**config.mk**
```make
export PLATFORM = sky130hd
export DESIGN_NAME = sgc_ctrl
export DESIGN_NICKNAME = d
export VERILOG_FILES = /design/src/sgc_pkg.sv /design/src/sgc_status_if.sv /design/src/sgc_pos_filter.sv /design/src/sgc_ctrl.sv
export SDC_FILE = /design/constraint.sdc
export NUM_CORES = 1
export LEC_CHECK = 0
export BUFFER_PORTS_ARGS = -buffer_cell sky130_fd_sc_hd__buf_2
export CAP_MARGIN = 20
export CORE_ASPECT_RATIO = 1.25
export CORE_UTILIZATION = 45
export CTS_CLUSTER_DIAMETER = 150
export CTS_CLUSTER_SIZE = 24
export DETAILED_ROUTE_END_ITERATION = 12
export PLACE_DENSITY = 0.75
export SKIP_CTS_REPAIR_TIMING = 1
export SLEW_MARGIN = 20
export SYNTH_ARGS = -nofsm -noshare
export SYNTH_HDL_FRONTEND = slang
export SYNTH_HIERARCHICAL = 1
export SYNTH_SLANG_ARGS = --single-unit
```
**constraint.sdc**
```tcl
create_clock -name aclk -period 3.5 [get_ports aclk]
set_clock_uncertainty 0.1 [all_clocks]
set_input_delay 0 -clock aclk [delete_from_list [all_inputs] [get_ports aclk]]
set_output_delay 0 -clock aclk [all_outputs]
set_load 0.005 [all_outputs]
```
**src/sgc_pkg.sv**
```systemverilog
// Purpose: Constants for the switchgear command gating and status block.
// Assumes: 200 MHz aclk; AXI4-Lite register access with 32-bit data.
// Notes: Times are in ms; cycle counts derive from the clock rate.
package sgc_pkg;
  localparam int unsigned CLK_MHZ = 200;
  localparam int unsigned OPER_MS = 150;
  localparam int unsigned MIN_PULSE_MS = 1000;
  localparam int unsigned PULSE_MS = 1000;
  localparam int unsigned MAX_OPER_MS = 10000;
  localparam int unsigned MAX_INTER_MS = 10000;
  localparam int unsigned CYC_PER_MS = CLK_MHZ * 1000;
  localparam int unsigned OPER_CYC = OPER_MS * CYC_PER_MS;
  localparam int unsigned MIN_PULSE_CYC = MIN_PULSE_MS * CYC_PER_MS;
  localparam int unsigned PULSE_CYC = PULSE_MS * CYC_PER_MS;
  localparam int unsigned MAX_OPER_CYC = MAX_OPER_MS * CYC_PER_MS;
  localparam int unsigned MAX_INTER_CYC = MAX_INTER_MS * CYC_PER_MS;
  // Status encoding.
  localparam logic [1:0] ST_INTER = 2'h0;
  localparam logic [1:0] ST_OFF = 2'h1;
  localparam logic [1:0] ST_ON = 2'h2;
  localparam logic [1:0] ST_BAD = 2'h3;
  // Register byte offsets.
  localparam logic [7:0] REG_CTRL = 8'h00;
  localparam logic [7:0] REG_STAT = 8'h04;
  localparam logic [7:0] REG_IRQ_STAT = 8'h08;
  localparam logic [7:0] REG_IRQ_MASK = 8'h0C;
  localparam logic [7:0] REG_OPCNT = 8'h10;
  localparam logic [7:0] REG_PULSE = 8'h14;
  localparam logic [7:0] REG_MAXOP = 8'h18;
  localparam logic [7:0] REG_MAXINT = 8'h1C;
  localparam logic [7:0] REG_CMD = 8'h20;
  // CTRL bits; CMD bits; interrupt bits.
  localparam int unsigned CTRL_LOCAL_EN = 0;
  localparam int unsigned CTRL_REMOTE_EN = 1;
  localparam int unsigned CTRL_CNT_CLR = 2;
  localparam int unsigned CMD_OPEN = 0;
  localparam int unsigned CMD_CLOSE = 1;
  localparam int unsigned IRQ_STATUS = 0;
  localparam int unsigned IRQ_OPER = 1;
  localparam int unsigned IRQ_TIMEOUT = 2;
  localparam int unsigned IRQ_REFUSED = 3;
  localparam int unsigned IRQ_W = 4;
  localparam logic [1:0] RESP_OKAY = 2'h0;
  localparam logic [1:0] RESP_SLVERR = 2'h2;
endpackage

```
**src/sgc_status_if.sv**
```systemverilog
`timescale 1ns/1ps
// Purpose: Carries the filtered position status between filter and core.
// Assumes: One clock domain.
// Notes: The filter drives, the core listens.
interface sgc_status_if;
  logic [1:0] status;
  logic changed;
  modport filt (output status, output changed);
  modport core (input status, input changed);
endinterface // sgc_status_if

```
**src/sgc_pos_filter.sv**
```systemverilog
`timescale 1ns/1ps
// Purpose: Encodes the two position contacts into a filtered status.
// Assumes: Contacts are synchronous to aclk.
// Notes: Only the intermediate code is delayed; the others pass at once.
module sgc_pos_filter (
  input wire logic aclk,
  input wire logic aresetn,
  input wire logic closed_position_in,
  input wire logic open_position_in,
  input wire logic [31:0] inter_wait_cyc,
  sgc_status_if.filt st
);
  logic [1:0] raw;
  logic [31:0] wait_q;
  logic [1:0] status_q;

  // Raw code: closed in bit one, open in bit zero.
  assign raw = {closed_position_in, open_position_in};

  // Hold the last valid status for up to inter_wait_cyc cycles while both contacts drop, since a moving
  // switch passes through that state on every normal travel.
  always_ff @(posedge aclk) begin
    if (!aresetn) begin
      wait_q <= '0;
      status_q <= sgc_pkg::ST_INTER;
      st.changed <= 1'b0;
    end else begin
      st.changed <= 1'b0;
      if (raw != sgc_pkg::ST_INTER) begin
        wait_q <= '0;
        if (raw != status_q) begin
          status_q <= raw;
          st.changed <= 1'b1;
        end
      end else if (status_q != sgc_pkg::ST_INTER) begin
        if (wait_q + 32'h1 >= inter_wait_cyc) begin
          status_q <= sgc_pkg::ST_INTER;
          st.changed <= 1'b1;
          wait_q <= '0;
        end else begin
          wait_q <= wait_q + 32'h1;
        end
      end
    end
  end

  assign st.status = status_q;
endmodule // sgc_pos_filter

```
**src/sgc_ctrl.sv**
```systemverilog
`timescale 1ns/1ps
// Purpose: Gates open and close commands and reports switch position.
// Assumes: All discrete inputs are synchronous to aclk.
// Notes: Registers sit on an AXI4-Lite slave; one request at a time.
module sgc_ctrl #(
  parameter int unsigned OPER_CYC = sgc_pkg::OPER_CYC,
  parameter int unsigned MIN_PULSE_CYC = sgc_pkg::MIN_PULSE_CYC,
  parameter logic [31:0] PULSE_RST = 32'(sgc_pkg::PULSE_CYC),
  parameter logic [31:0] MAXOP_RST = 32'(sgc_pkg::MAX_OPER_CYC),
  parameter logic [31:0] MAXINT_RST = 32'(sgc_pkg::MAX_INTER_CYC)
) (
  input wire logic aclk,
  input wire logic aresetn,
  input wire logic [7:0] s_axi_awaddr,
  input wire logic s_axi_awvalid,
  output logic s_axi_awready,
  input wire logic [31:0] s_axi_wdata,
  input wire logic [3:0] s_axi_wstrb,
  input wire logic s_axi_wvalid,
  output logic s_axi_wready,
  output logic [1:0] s_axi_bresp,
  output logic s_axi_bvalid,
  input wire logic s_axi_bready,
  input wire logic [7:0] s_axi_araddr,
  input wire logic s_axi_arvalid,
  output logic s_axi_arready,
  output logic [31:0] s_axi_rdata,
  output logic [1:0] s_axi_rresp,
  output logic s_axi_rvalid,
  input wire logic s_axi_rready,
  input wire logic local_mode,
  input wire logic remote_mode,
  input wire logic local_open_req,
  input wire logic local_close_req,
  input wire logic open_permit,
  input wire logic close_permit,
  input wire logic sync_check_ok,
  input wire logic operation_block,
  input wire logic closed_position_in,
  input wire logic open_position_in,
  output logic open_cmd_pulse,
  output logic close_cmd_pulse,
  output logic oper_pulse,
  output logic closed_out,
  output logic opened_out,
  output logic [1:0] integer_position_status,
  output logic [1:0] remote_position_status,
  output logic status_event,
  output logic cmd_timeout,
  output logic irq
);
  typedef enum logic [1:0] {SGC_IDLE, SGC_PULSE, SGC_WAIT} sgc_state_e;

  sgc_state_e state_q;
  sgc_status_if st_if ();
  logic [1:0] ctrl_q;
  logic cnt_clr;
  logic [31:0] pulse_cyc_q;
  logic [31:0] maxop_cyc_q;
  logic [31:0] maxint_cyc_q;
  logic [31:0] opcnt_q;
  logic [sgc_pkg::IRQ_W-1:0] irq_stat_q;
  logic [sgc_pkg::IRQ_W-1:0] irq_mask_q;
  logic [sgc_pkg::IRQ_W-1:0] irq_set;
  logic [sgc_pkg::IRQ_W-1:0] irq_clr;
  logic aw_q;
  logic w_q;
  logic [7:0] awaddr_q;
  logic [31:0] wdata_q;
  logic [3:0] wstrb_q;
  logic wr_fire;
  logic [31:0] wmask;
  logic remote_open_req;
  logic remote_close_req;
  logic want_open;
  logic want_close;
  logic go_open;
  logic go_close;
  logic dir_close_q;
  logic [31:0] pulse_t_q;
  logic [31:0] op_t_q;
  logic [31:0] oper_t_q;
  logic confirmed;

  sgc_pos_filter u_filter (
    .aclk(aclk),
    .aresetn(aresetn),
    .closed_position_in(closed_position_in),
    .open_position_in(open_position_in),
    .inter_wait_cyc(maxint_cyc_q),
    .st(st_if.filt)
  );

  // AXI write channel: address and data may arrive in either order.
  // Readies are flops so that no top output rides on a gate path.
  always_ff @(posedge aclk) begin
    if (!aresetn) begin
      aw_q <= 1'b0;
      w_q <= 1'b0;
      awaddr_q <= '0;
      wdata_q <= '0;
      wstrb_q <= '0;
      s_axi_bvalid <= 1'b0;
      s_axi_bresp <= sgc_pkg::RESP_OKAY;
      s_axi_awready <= 1'b1;
      s_axi_wready <= 1'b1;
    end else begin
      if (s_axi_awvalid && s_axi_awready) begin
        aw_q <= 1'b1;
        awaddr_q <= s_axi_awaddr;
        s_axi_awready <= 1'b0;
      end
      if (s_axi_wvalid && s_axi_wready) begin
        w_q <= 1'b1;
        s_axi_wready <= 1'b0;
        wdata_q <= s_axi_wdata;
        wstrb_q <= s_axi_wstrb;
      end
      if (wr_fire) begin
        aw_q <= 1'b0;
        w_q <= 1'b0;
        s_axi_bvalid <= 1'b1;
        s_axi_bresp <= (awaddr_q > sgc_pkg::REG_CMD || awaddr_q[1:0] != 2'h0)
                       ? sgc_pkg::RESP_SLVERR : sgc_pkg::RESP_OKAY;
      end else if (s_axi_bvalid && s_axi_bready) begin
        s_axi_bvalid <= 1'b0;
        s_axi_awready <= 1'b1;
        s_axi_wready <= 1'b1;
      end
    end
  end

  assign wr_fire = aw_q && w_q && !s_axi_bvalid;

  // Byte-lane mask from the write strobes.
  generate
    for (genvar b = 0; b < 4; b++) begin : g_lane
      assign wmask[8*b +: 8] = {8{wstrb_q[b]}};
    end
  endgenerate

  // Writable registers; counter clear and remote commands are pulses.
  always_ff @(posedge aclk) begin
    if (!aresetn) begin
      ctrl_q <= 2'h3;
      pulse_cyc_q <= PULSE_RST;
      maxop_cyc_q <= MAXOP_RST;
      maxint_cyc_q <= MAXINT_RST;
      irq_mask_q <= '0;
    end else if (wr_fire) begin
      unique case (awaddr_q)
        sgc_pkg::REG_CTRL: ctrl_q <= (wdata_q[1:0] & wmask[1:0]) |
                                     (ctrl_q & ~wmask[1:0]);
        sgc_pkg::REG_IRQ_MASK: irq_mask_q <= wdata_q[sgc_pkg::IRQ_W-1:0];
        sgc_pkg::REG_PULSE: pulse_cyc_q <= (wdata_q & wmask) |
                                           (pulse_cyc_q & ~wmask);
        sgc_pkg::REG_MAXOP: maxop_cyc_q <= (wdata_q & wmask) |
                                           (maxop_cyc_q & ~wmask);
        sgc_pkg::REG_MAXINT: maxint_cyc_q <= (wdata_q & wmask) |
                                             (maxint_cyc_q & ~wmask);
        default: ;
      endcase
    end
  end

  assign cnt_clr = wr_fire && awaddr_q == sgc_pkg::REG_CTRL &&
                   wdata_q[sgc_pkg::CTRL_CNT_CLR];
  assign remote_open_req = wr_fire && awaddr_q == sgc_pkg::REG_CMD &&
                           wdata_q[sgc_pkg::CMD_OPEN];
  assign remote_close_req = wr_fire && awaddr_q == sgc_pkg::REG_CMD &&
                            wdata_q[sgc_pkg::CMD_CLOSE];
  assign irq_clr = (wr_fire && awaddr_q == sgc_pkg::REG_IRQ_STAT) ?
                   wdata_q[sgc_pkg::IRQ_W-1:0] : '0;

  // AXI read channel, one cycle after the address is taken.
  // Address ready is a flop that drops while read data waits.
  always_ff @(posedge aclk) begin
    if (!aresetn) begin
      s_axi_arready <= 1'b1;
      s_axi_rvalid <= 1'b0;
      s_axi_rdata <= '0;
      s_axi_rresp <= sgc_pkg::RESP_OKAY;
    end else if (s_axi_arvalid && s_axi_arready) begin
      s_axi_arready <= 1'b0;
      s_axi_rvalid <= 1'b1;
      s_axi_rresp <= sgc_pkg::RESP_OKAY;
      unique case (s_axi_araddr)
        sgc_pkg::REG_CTRL: s_axi_rdata <= {30'h0, ctrl_q};
        sgc_pkg::REG_STAT: s_axi_rdata <= {26'h0, state_q, cmd_timeout,
                                           operation_block,
                                           st_if.status};
        sgc_pkg::REG_IRQ_STAT: s_axi_rdata <= {28'h0, irq_stat_q};
        sgc_pkg::REG_IRQ_MASK: s_axi_rdata <= {28'h0, irq_mask_q};
        sgc_pkg::REG_OPCNT: s_axi_rdata <= opcnt_q;
        sgc_pkg::REG_PULSE: s_axi_rdata <= pulse_cyc_q;
        sgc_pkg::REG_MAXOP: s_axi_rdata <= maxop_cyc_q;
        sgc_pkg::REG_MAXINT: s_axi_rdata <= maxint_cyc_q;
        sgc_pkg::REG_CMD: s_axi_rdata <= 32'h0;
        default: begin
          s_axi_rdata <= 32'h0;
          s_axi_rresp <= sgc_pkg::RESP_SLVERR;
        end
      endcase
    end else if (s_axi_rvalid && s_axi_rready) begin
      s_axi_rvalid <= 1'b0;
      s_axi_arready <= 1'b1;
    end
  end

  // Gating: mode, permit and block must all hold together; close also needs sync check.
  assign want_open = (local_open_req && local_mode &&
                      ctrl_q[sgc_pkg::CTRL_LOCAL_EN]) ||
                     (remote_open_req && remote_mode &&
                      ctrl_q[sgc_pkg::CTRL_REMOTE_EN]);
  assign want_close = (local_close_req && local_mode &&
                       ctrl_q[sgc_pkg::CTRL_LOCAL_EN]) ||
                      (remote_close_req && remote_mode &&
                       ctrl_q[sgc_pkg::CTRL_REMOTE_EN]);
  // Inputs with no source are expected tied high outside.
  assign go_open = want_open && open_permit && !operation_block &&
                   state_q == SGC_IDLE;
  assign go_close = want_close && !want_open && close_permit &&
                    sync_check_ok && !operation_block &&
                    state_q == SGC_IDLE;
  assign confirmed = dir_close_q ? (st_if.status == sgc_pkg::ST_ON)
                                 : (st_if.status == sgc_pkg::ST_OFF);

  // Command sequencer: pulse, then wait for the position to confirm.
  always_ff @(posedge aclk) begin
    if (!aresetn) begin
      state_q <= SGC_IDLE;
      dir_close_q <= 1'b0;
      pulse_t_q <= '0;
      op_t_q <= '0;
      open_cmd_pulse <= 1'b0;
      close_cmd_pulse <= 1'b0;
      cmd_timeout <= 1'b0;
    end else begin
      unique case (state_q)
        SGC_IDLE: begin
          pulse_t_q <= '0;
          op_t_q <= '0;
          if (go_open || go_close) begin
            state_q <= SGC_PULSE;
            dir_close_q <= go_close;
            open_cmd_pulse <= go_open;
            close_cmd_pulse <= go_close;
            cmd_timeout <= 1'b0;
          end
        end
        SGC_PULSE: begin
          pulse_t_q <= pulse_t_q + 32'h1;
          op_t_q <= op_t_q + 32'h1;
          // Early release only after the minimum width has passed.
          if (pulse_t_q + 32'h1 >= pulse_cyc_q ||
              (confirmed && pulse_t_q + 32'h1 >= MIN_PULSE_CYC)) begin
            open_cmd_pulse <= 1'b0;
            close_cmd_pulse <= 1'b0;
            state_q <= confirmed ? SGC_IDLE : SGC_WAIT;
          end
        end
        SGC_WAIT: begin
          op_t_q <= op_t_q + 32'h1;
          if (confirmed) begin
            state_q <= SGC_IDLE;
          end else if (op_t_q + 32'h1 >= maxop_cyc_q) begin
            cmd_timeout <= 1'b1;
            state_q <= SGC_IDLE;
          end
        end
        default: state_q <= SGC_IDLE;
      endcase
    end
  end

  // Operation pulse of fixed width and the operation counter.
  always_ff @(posedge aclk) begin
    if (!aresetn) begin
      oper_t_q <= '0;
      oper_pulse <= 1'b0;
      opcnt_q <= '0;
    end else begin
      if (st_if.changed && (st_if.status == sgc_pkg::ST_ON ||
                            st_if.status == sgc_pkg::ST_OFF)) begin
        oper_pulse <= 1'b1;
        oper_t_q <= 32'(OPER_CYC) - 32'h1;
      end else if (oper_t_q != 32'h0) begin
        oper_t_q <= oper_t_q - 32'h1;
      end else begin
        oper_pulse <= 1'b0;
      end
      // A restart while high still counts once; a same-cycle clear and count leave one.
      if (st_if.changed && (st_if.status == sgc_pkg::ST_ON ||
                            st_if.status == sgc_pkg::ST_OFF)) begin
        opcnt_q <= cnt_clr ? 32'h1 : opcnt_q + 32'h1;
      end else if (cnt_clr) begin
        opcnt_q <= '0;
      end
    end
  end

  // Status outputs to display and remote paths, and position flags.
  always_ff @(posedge aclk) begin
    if (!aresetn) begin
      integer_position_status <= sgc_pkg::ST_INTER;
      remote_position_status <= sgc_pkg::ST_INTER;
      closed_out <= 1'b0;
      opened_out <= 1'b0;
      status_event <= 1'b0;
    end else begin
      integer_position_status <= st_if.status;
      remote_position_status <= st_if.status;
      closed_out <= st_if.status == sgc_pkg::ST_ON;
      opened_out <= st_if.status == sgc_pkg::ST_OFF;
      status_event <= st_if.changed;
    end
  end

  assign irq_set[sgc_pkg::IRQ_STATUS] = st_if.changed;
  assign irq_set[sgc_pkg::IRQ_OPER] = st_if.changed &&
                                      st_if.status[1] != st_if.status[0];
  assign irq_set[sgc_pkg::IRQ_TIMEOUT] = state_q == SGC_WAIT && !confirmed &&
                                         op_t_q + 32'h1 >= maxop_cyc_q;
  assign irq_set[sgc_pkg::IRQ_REFUSED] = (want_open || want_close) &&
                                         !go_open && !go_close;

  // Sticky interrupt status; a new event wins over a same-cycle clear.
  always_ff @(posedge aclk) begin
    if (!aresetn) begin
      irq_stat_q <= '0;
      irq <= 1'b0;
    end else begin
      irq_stat_q <= (irq_stat_q & ~irq_clr) | irq_set;
      irq <= |(((irq_stat_q & ~irq_clr) | irq_set) & irq_mask_q);
    end
  end
endmodule // sgc_ctrl

```
==> run_results.csv, run 1 <==
group,metric,value,unit
grt,grt_start_max_net_pins,105,
detailed_routing,drt_drc_violations_left,0,
synthesis,seq_area_frac_synth,37.3,%
synthesis,synthesis.area_per_instance,7.94,sq um
synthesis,netlist-cell-type-count,85,
floorplanning,floorplan.initialDensity,45.7,%
layout,areaGrowthSynthToFinish,21.0,%
timing,clock.fmax,0.276,GHz
synthesis,synth_top_cell_area_share,37.3,%
floorplanning,die_area,44700,sq um
timing,slew_viols_final,0,
worst_setup_path,critPathCaptureType,"register",
detailed_routing,drt_wl_total,59300,um
layout,final_net_count,2951,
clocking,clk_pin_slew_worst_paths,0.10,ns
layout,share_of_cells_above_drive_strength_1,18.2,%
layout,finalCoreUtilization,55.2,%
timing,worst-slew-pin-transition,0.920,ns
synthesis,count_of_mapped_cells_out_of_synthesis,2484,
detailed_routing,first_pass_iters,9,
timing,slew-limit-headroom,38.6,%
clocking,cts.root.buffer_cell,"sky130_fd_sc_hd__clkbuf_16",
synthesis,synthDominantAreaCellType,"sky130_fd_sc_hd__dfxtp_1",
floorplanning,dieWidth,189,um
worst_setup_path,crit_fanout,3,
placed_design,dp.cells,3227,
layout,finalNonFillerCells,3340,
detailed_routing,antenna_violating_nets_post_route,0,
synthesis,synth_area,19700,sq um
worst_setup_path,start_kind,"register",
timing,setup_ws,-0.125,ns
status,run_status,"finished with violations",
status,failed_checks,"hold timing, setup timing",
power_and_ir_drop,cellLeakagePower,10.1,nW
clocking,ctsHtreeMaxLevel,1,
placed_design,io_port_bufs,119,
synthesis,synth_enable_flop_cells,0,
worst_setup_path,timing_worst_setup_path_type,"register to register",
timing,final-setup-viol-count,3,
synthesis,postSynth.asyncResetShare,0,%
power_and_ir_drop,power_per_cell_area,385,nW/um^2
floorplanning,io_pins,122,
placed_design,dpl.hpwl,43100,um
grt,globalRouteOverflowTotal,0,
clocking,cts_inserted_buffers,19,
layout,mostFrequentLayoutCells,"sky130_fd_sc_hd__nand2_1, sky130_fd_sc_hd__dfxtp_1, sky130_fd_sc_hd__a21oi_1",
timing,rsz_0062_raised_after_global_routing,"yes",
clocking,clock_latency,0.56,ns
layout,mostFrequentLayoutCell,"sky130_fd_sc_hd__nand2_1",
hold_path,timing.hold.worst.class,"primary input to register",
placed_design,gp_routability_congestion,0.917,
synthesis,synth_area_leaders,"sky130_fd_sc_hd__dfxtp_1, sky130_fd_sc_hd__a21oi_1, sky130_fd_sc_hd__nand2_1, sky130_fd_sc_hd__ha_1, sky130_fd_sc_hd__nand3_1",
floorplanning,coreArea,43200,sq um
detailed_routing,detailedRoute.firstIterationViolations,1664,
detailed_routing,detailroute.via_count,19266,
timing,final_critical_delay_including_setup_and_external_delays,3.62,ns
synthesis,synth.ff_latch_count,367,
power_and_ir_drop,vdd.ir_drop.worst,0.539,mV
worst_setup_path,crit_required,3.85,ns
synthesis,yosys_most_used_dff,"sky130_fd_sc_hd__dfxtp_1",
layout,antenna_cells,0,
timing,finalCritPeriodShare,104,%
grt,antenna_found_initial,0,
grt,vias_in_the_first_global_route,17833,
clocking,cts.path.max_buffers,3,
floorplanning,rows,85,
detailed_routing,routedWlPerCell,17.8,um
clocking,tritoncts,"built",
timing,finalHoldViolations,1,
grt,grt.total_usage,24.9,%
worst_setup_path,worstPathArrival,3.98,ns
detailed_routing,viasPerCell,5.77,
grt,grt_first_pass_wirelength,91100,um
synthesis,synth.yosys.warnings,6,
clocking,clock_sinks,367,
run,max_cap_viol_count,0,
floorplanning,die_h,236,um
worst_setup_path,reg2reg_setup_slack,-0.12,ns
timing,final.hold.worst_slack,-0.0128,ns
kinds of logic after synthesis:
| family | Yosys count | share of synthesized area [%] |
|---|---|---|
| fa+ha+maj | 107 | 6.79 |
| other cells | 1 | 0.0190 |
| mux | 10 | 0.514 |
| flops | 367 | 37.3 |
| simple gates | 1052 | 26.2 |
| compound gates | 535 | 17.1 |
| buf+inv | 264 | 5.60 |
| xor+xnor | 148 | 6.57 |
worst paths after layout:
kind                                       startpoint                        end  depth (start not counted)
worst min register to register  u_filter/st.status[0]  remote_position_status[0]                          2
worst min-delay path                       local_mode              irq_stat_q[3]                          5
worst max register to register              op_t_q[1]                        irq                         18
worst max-delay path                        op_t_q[1]                        irq                         18
cell type report:
type / instances / area [sq um]
Sequential cell: 367 / 7400
Clock buffer: 19 / 475
Fill cell: 3951 / 19300
Timing Repair Buffer: 411 / 3040
Multi-Input combinational cell: 1856 / 11700
Inverter: 120 / 455
Tap cell: 565 / 707
Clock inverter: 2 / 28.8
worst max-delay path: stages, from the launching register on:
cell and delay (ns):
sky130_fd_sc_hd__dfxtp_4 0.38, sky130_fd_sc_hd__nand2_2 0.08, sky130_fd_sc_hd__nor4_2 0.27, sky130_fd_sc_hd__buf_4 0.17, sky130_fd_sc_hd__nand4_1 0.16, sky130_fd_sc_hd__nor2_2 0.19, sky130_fd_sc_hd__nand3_2 0.11, sky130_fd_sc_hd__buf_6 0.14
sky130_fd_sc_hd__xnor2_1 0.12, sky130_fd_sc_hd__ha_1 0.32, sky130_fd_sc_hd__a21o_1 0.18, sky130_fd_sc_hd__a21o_1 0.16, sky130_fd_sc_hd__a21oi_2 0.13, sky130_fd_sc_hd__o211ai_1 0.10, sky130_fd_sc_hd__a31oi_1 0.17, sky130_fd_sc_hd__buf_4 0.20
sky130_fd_sc_hd__a2bb2oi_2 0.13, sky130_fd_sc_hd__nor2_1 0.06, sky130_fd_sc_hd__a221o_1 0.34
synth_stat cells (19+ instances only):
cell type / number
sky130_fd_sc_hd__ha_1: 107
sky130_fd_sc_hd__nor3_1: 68
sky130_fd_sc_hd__nand2_1: 357
sky130_fd_sc_hd__a21oi_1: 286
sky130_fd_sc_hd__xor2_1: 62
sky130_fd_sc_hd__and3_1: 26
sky130_fd_sc_hd__o21ai_0: 34
sky130_fd_sc_hd__and2_1: 23
sky130_fd_sc_hd__nor2_1: 215
sky130_fd_sc_hd__clkbuf_1: 105
sky130_fd_sc_hd__a222oi_1: 32
sky130_fd_sc_hd__inv_1: 119
sky130_fd_sc_hd__dfxtp_1: 367
sky130_fd_sc_hd__xnor2_1: 86
sky130_fd_sc_hd__o211ai_1: 25
sky130_fd_sc_hd__nand2b_1: 19
sky130_fd_sc_hd__a21o_1: 55
sky130_fd_sc_hd__a22oi_1: 20
sky130_fd_sc_hd__nand4_1: 47
sky130_fd_sc_hd__nand3_1: 164
through the flow:
stage / hold WS (ns) / total power (W) / TNS [ns] / instance area (sq um) / setup slack, ns
2_1_floorplan: 0.000353 / 0.00614 / 0 / 19800 / 0.00512
3_3_place_gp: 0.112 / 0.00663 / -0.896 / 22000 / -0.243
3_5_place_dp: 0.113 / 0.00672 / -3.25 / 22000 / -0.301
4_1_cts: -0.476 / 0.00911 / -3.85 / 22500 / -0.312
5_1_grt: -0.00129 / 0.00959 / -1.67 / 23800 / -0.326
6_report: -0.0128 / 0.00918 / -0.272 / 23800 / -0.125
report_power, final:
part | total [W] | internal, W | switching, W
clock | 0.00243 | 0.00100 | 0.00143
sequential | 0.00460 | 0.00437 | 0.000229
combinational | 0.00215 | 0.000885 | 0.00127
per-layer routing:
layer / track usage, % / wire [um]
met2: 43.6 / 29000
met1: 31.5 / 24300
met4: 10.1 / 2490
met3: 1.95 / 3520
met5: 0 / 0
(Power assumes the default switching activity.)
==> run 2, diff against run 1 <==
--- a/config.mk
+++ b/config.mk
@@ -7,12 +7,15 @@
 export LEC_CHECK = 0
 export BUFFER_PORTS_ARGS = -buffer_cell sky130_fd_sc_hd__buf_2
 export CAP_MARGIN = 20
+export CELL_PAD_IN_SITES_DETAIL_PLACEMENT = 0
+export CELL_PAD_IN_SITES_GLOBAL_PLACEMENT = 1
 export CORE_ASPECT_RATIO = 1.25
-export CORE_UTILIZATION = 45
+export CORE_UTILIZATION = 42
 export CTS_CLUSTER_DIAMETER = 150
 export CTS_CLUSTER_SIZE = 24
 export DETAILED_ROUTE_END_ITERATION = 12
-export PLACE_DENSITY = 0.75
+export MAX_ROUTING_LAYER = met4
+export PLACE_DENSITY = 0.88
 export SKIP_CTS_REPAIR_TIMING = 1
 export SLEW_MARGIN = 20
 export SYNTH_ARGS = -nofsm -noshare
==> run_results.csv, run 2 (synthesized netlist as in run 1, its figures left out) <==
group,metric,value,unit
detailed_routing,detailedRoute.firstIterationViolations,1696,
layout,finalCoreUtilization,51.4,%
placed_design,gp_routability_congestion,0.968,
timing,final-setup-viol-count,3,
grt,grt_first_pass_wirelength,93900,um
power_and_ir_drop,power_per_cell_area,386,nW/um^2
run,max_cap_viol_count,0,
timing,final.hold.worst_slack,-0.00578,ns
layout,mostFrequentLayoutCell,"sky130_fd_sc_hd__nand2_1",
timing,slew_viols_final,0,
hold_path,whs_path_depth,5,
worst_setup_path,rr_startpoint,"op_t_q[1]",
grt,grt_start_max_net_pins,92,
worst_setup_path,rr_endpoint,"irq",
clocking,clock_sinks,367,
detailed_routing,routedWlPerCell,18.2,um
hold_path,timing.hold.worst.class,"primary input to register",
placed_design,dp.cells,3246,
power_and_ir_drop,cellLeakagePower,10.0,nW
timing,slew-limit-headroom,37.1,%
timing,clock.fmax,0.276,GHz
layout,antenna_cells,0,
detailed_routing,drt_wl_total,61200,um
timing,finalHoldViolations,1,
worst_setup_path,reg2reg_setup_slack,-0.12,ns
grt,vias_in_the_first_global_route,17524,
layout,fillCellCount,4393,
grt,globalRouteOverflowTotal,0,
clocking,clock_latency,0.57,ns
layout,multiInputGateArea,11700,sq um
clocking,ctsHtreeMaxLevel,1,
worst_setup_path,critPathCaptureType,"register",
detailed_routing,detailroute.via_count,18963,
timing,finalCritPeriodShare,104,%
power_and_ir_drop,finalPower,0.00918,W
clocking,cts.root.buffer_cell,"sky130_fd_sc_hd__clkbuf_16",
floorplanning,dieWidth,196,um
detailed_routing,first_pass_iters,7,
timing,setup_tns,-0.273,ns
floorplanning,io_pins,122,
floorplanning,floorplan.initialDensity,42.6,%
status,failed_checks,"hold timing, setup timing",
layout,mostFrequentLayoutCells,"sky130_fd_sc_hd__nand2_1, sky130_fd_sc_hd__dfxtp_1, sky130_fd_sc_hd__a21oi_1",
clocking,cts_inserted_buffers,19,
hold_path,hold_start,"local_close_req",
clocking,tritoncts,"built",
worst_setup_path,worstPathArrival,3.99,ns
status,run_status,"finished with violations",
worst_setup_path,ff2ff_path_depth,17,
timing,final_critical_delay_including_setup_and_external_delays,3.62,ns
worst_setup_path,crit_fanout,4,
timing,setup_ws,-0.125,ns
grt,antenna_found_initial,0,
layout,ff_latch_area,7390,sq um
detailed_routing,drt_drc_violations_left,0,
worst_setup_path,start_kind,"register",
layout,share_of_cells_above_drive_strength_1,17.3,%
worst_setup_path,timing_worst_setup_path_type,"register to register",
floorplanning,coreArea,46200,sq um
hold_path,whs_endpoint,"irq_stat_q[3]",
timing,worst-slew-pin-transition,0.942,ns
floorplanning,rows,88,
floorplanning,die_area,47800,sq um
clocking,cts.path.max_buffers,3,
grt,grt.total_usage,25.0,%
detailed_routing,viasPerCell,5.65,
clocking,clk_pin_slew_worst_paths,0.10,ns
timing,rsz_0062_raised_after_global_routing,"yes",
power_and_ir_drop,vdd.ir_drop.worst,0.394,mV
layout,areaGrowthSynthToFinish,20.6,%
detailed_routing,antenna_violating_nets_post_route,0,
floorplanning,die_h,244,um
placed_design,dpl.hpwl,44900,um
layout,finalNonFillerCells,3355,
worst_setup_path,crit_required,3.86,ns
layout,final_net_count,2946,
placed_design,io_port_bufs,119,
==> run 2: cell count changes in the layout (fill, tap and decap cells not counted), sizes merged <==
| cell | delta |
|---|---|
| buf | -4 |
| and3 | -2 |
| dlygate4sd3 | +1 |
==> run 2: worst max-delay path, stage by stage (launching register included) <==
cell                        delay (ns)
sky130_fd_sc_hd__dfxtp_4          0.39
sky130_fd_sc_hd__nand2_2          0.08
sky130_fd_sc_hd__nor4_2           0.26
sky130_fd_sc_hd__buf_4            0.16
sky130_fd_sc_hd__nand4_1          0.16
sky130_fd_sc_hd__nor2_2           0.20
sky130_fd_sc_hd__nand3_2          0.12
sky130_fd_sc_hd__or2_4            0.26
sky130_fd_sc_hd__xnor2_2          0.13
sky130_fd_sc_hd__ha_1             0.31
sky130_fd_sc_hd__buf_4            0.15
sky130_fd_sc_hd__a21oi_4          0.13
sky130_fd_sc_hd__o211ai_1         0.10
sky130_fd_sc_hd__a31oi_1          0.22
sky130_fd_sc_hd__buf_4            0.21
sky130_fd_sc_hd__a2bb2oi_2        0.13
sky130_fd_sc_hd__nor2_1           0.05
sky130_fd_sc_hd__a221o_1          0.33
==> run 2: routing by layer <==
layer  vias to the layer above  GRT usage, %  part of all wire, %  wire [um]
met1                      9088          32.0                   44      27100
met3                        94          1.81                  4.5       2730
met2                       546          42.3                   48      29500
met4                         0          7.24                  3.0       1830
li1                       9235             -                    -          -
met5                         -             -                    0          0
==> run 2: report_power, final <==
group / internal (W) / switching, W / leakage, nW
combinational: 0.000898 / 0.00125 / 6.81
sequential: 0.00437 / 0.000231 / 2.98
clock: 0.000999 / 0.00143 / 0.248
total: 0.00627 / 0.00291 / 10.0
==> run 2: worst max path at each step <==
stage	endpoint	cells past startpoint	startpoint	slack [ns]
after global placement	state_q[1]	18	op_t_q[1]	-0.28
after floorplan	state_q[1]	17	op_t_q[1]	0.005
after CTS	state_q[1]	18	op_t_q[1]	-0.40
final	irq	17	op_t_q[1]	-0.12
after global routing	irq	17	op_t_q[6]	-0.33
after detailed placement	state_q[1]	18	op_t_q[1]	-0.37
==> run 2: final cells by class <==
class | instances | area share [%]
clock inverter | 2 | 0.121
inverter | 120 | 1.91
multi-input combinational | 1854 | 49.1
timing repair buffer | 408 | 12.8
tap | 585 | 3.08
clock buffer | 19 | 2.00
sequential | 367 | 31.1
==> run 2: through the flow <==
stage | cell area [sq um] | setup slack [ns]
6_report | 23800 | -0.125
5_1_grt | 23800 | -0.334
4_1_cts | 22500 | -0.398
3_5_place_dp | 22000 | -0.375
3_3_place_gp | 22000 | -0.275
2_1_floorplan | 19800 | 0.00512
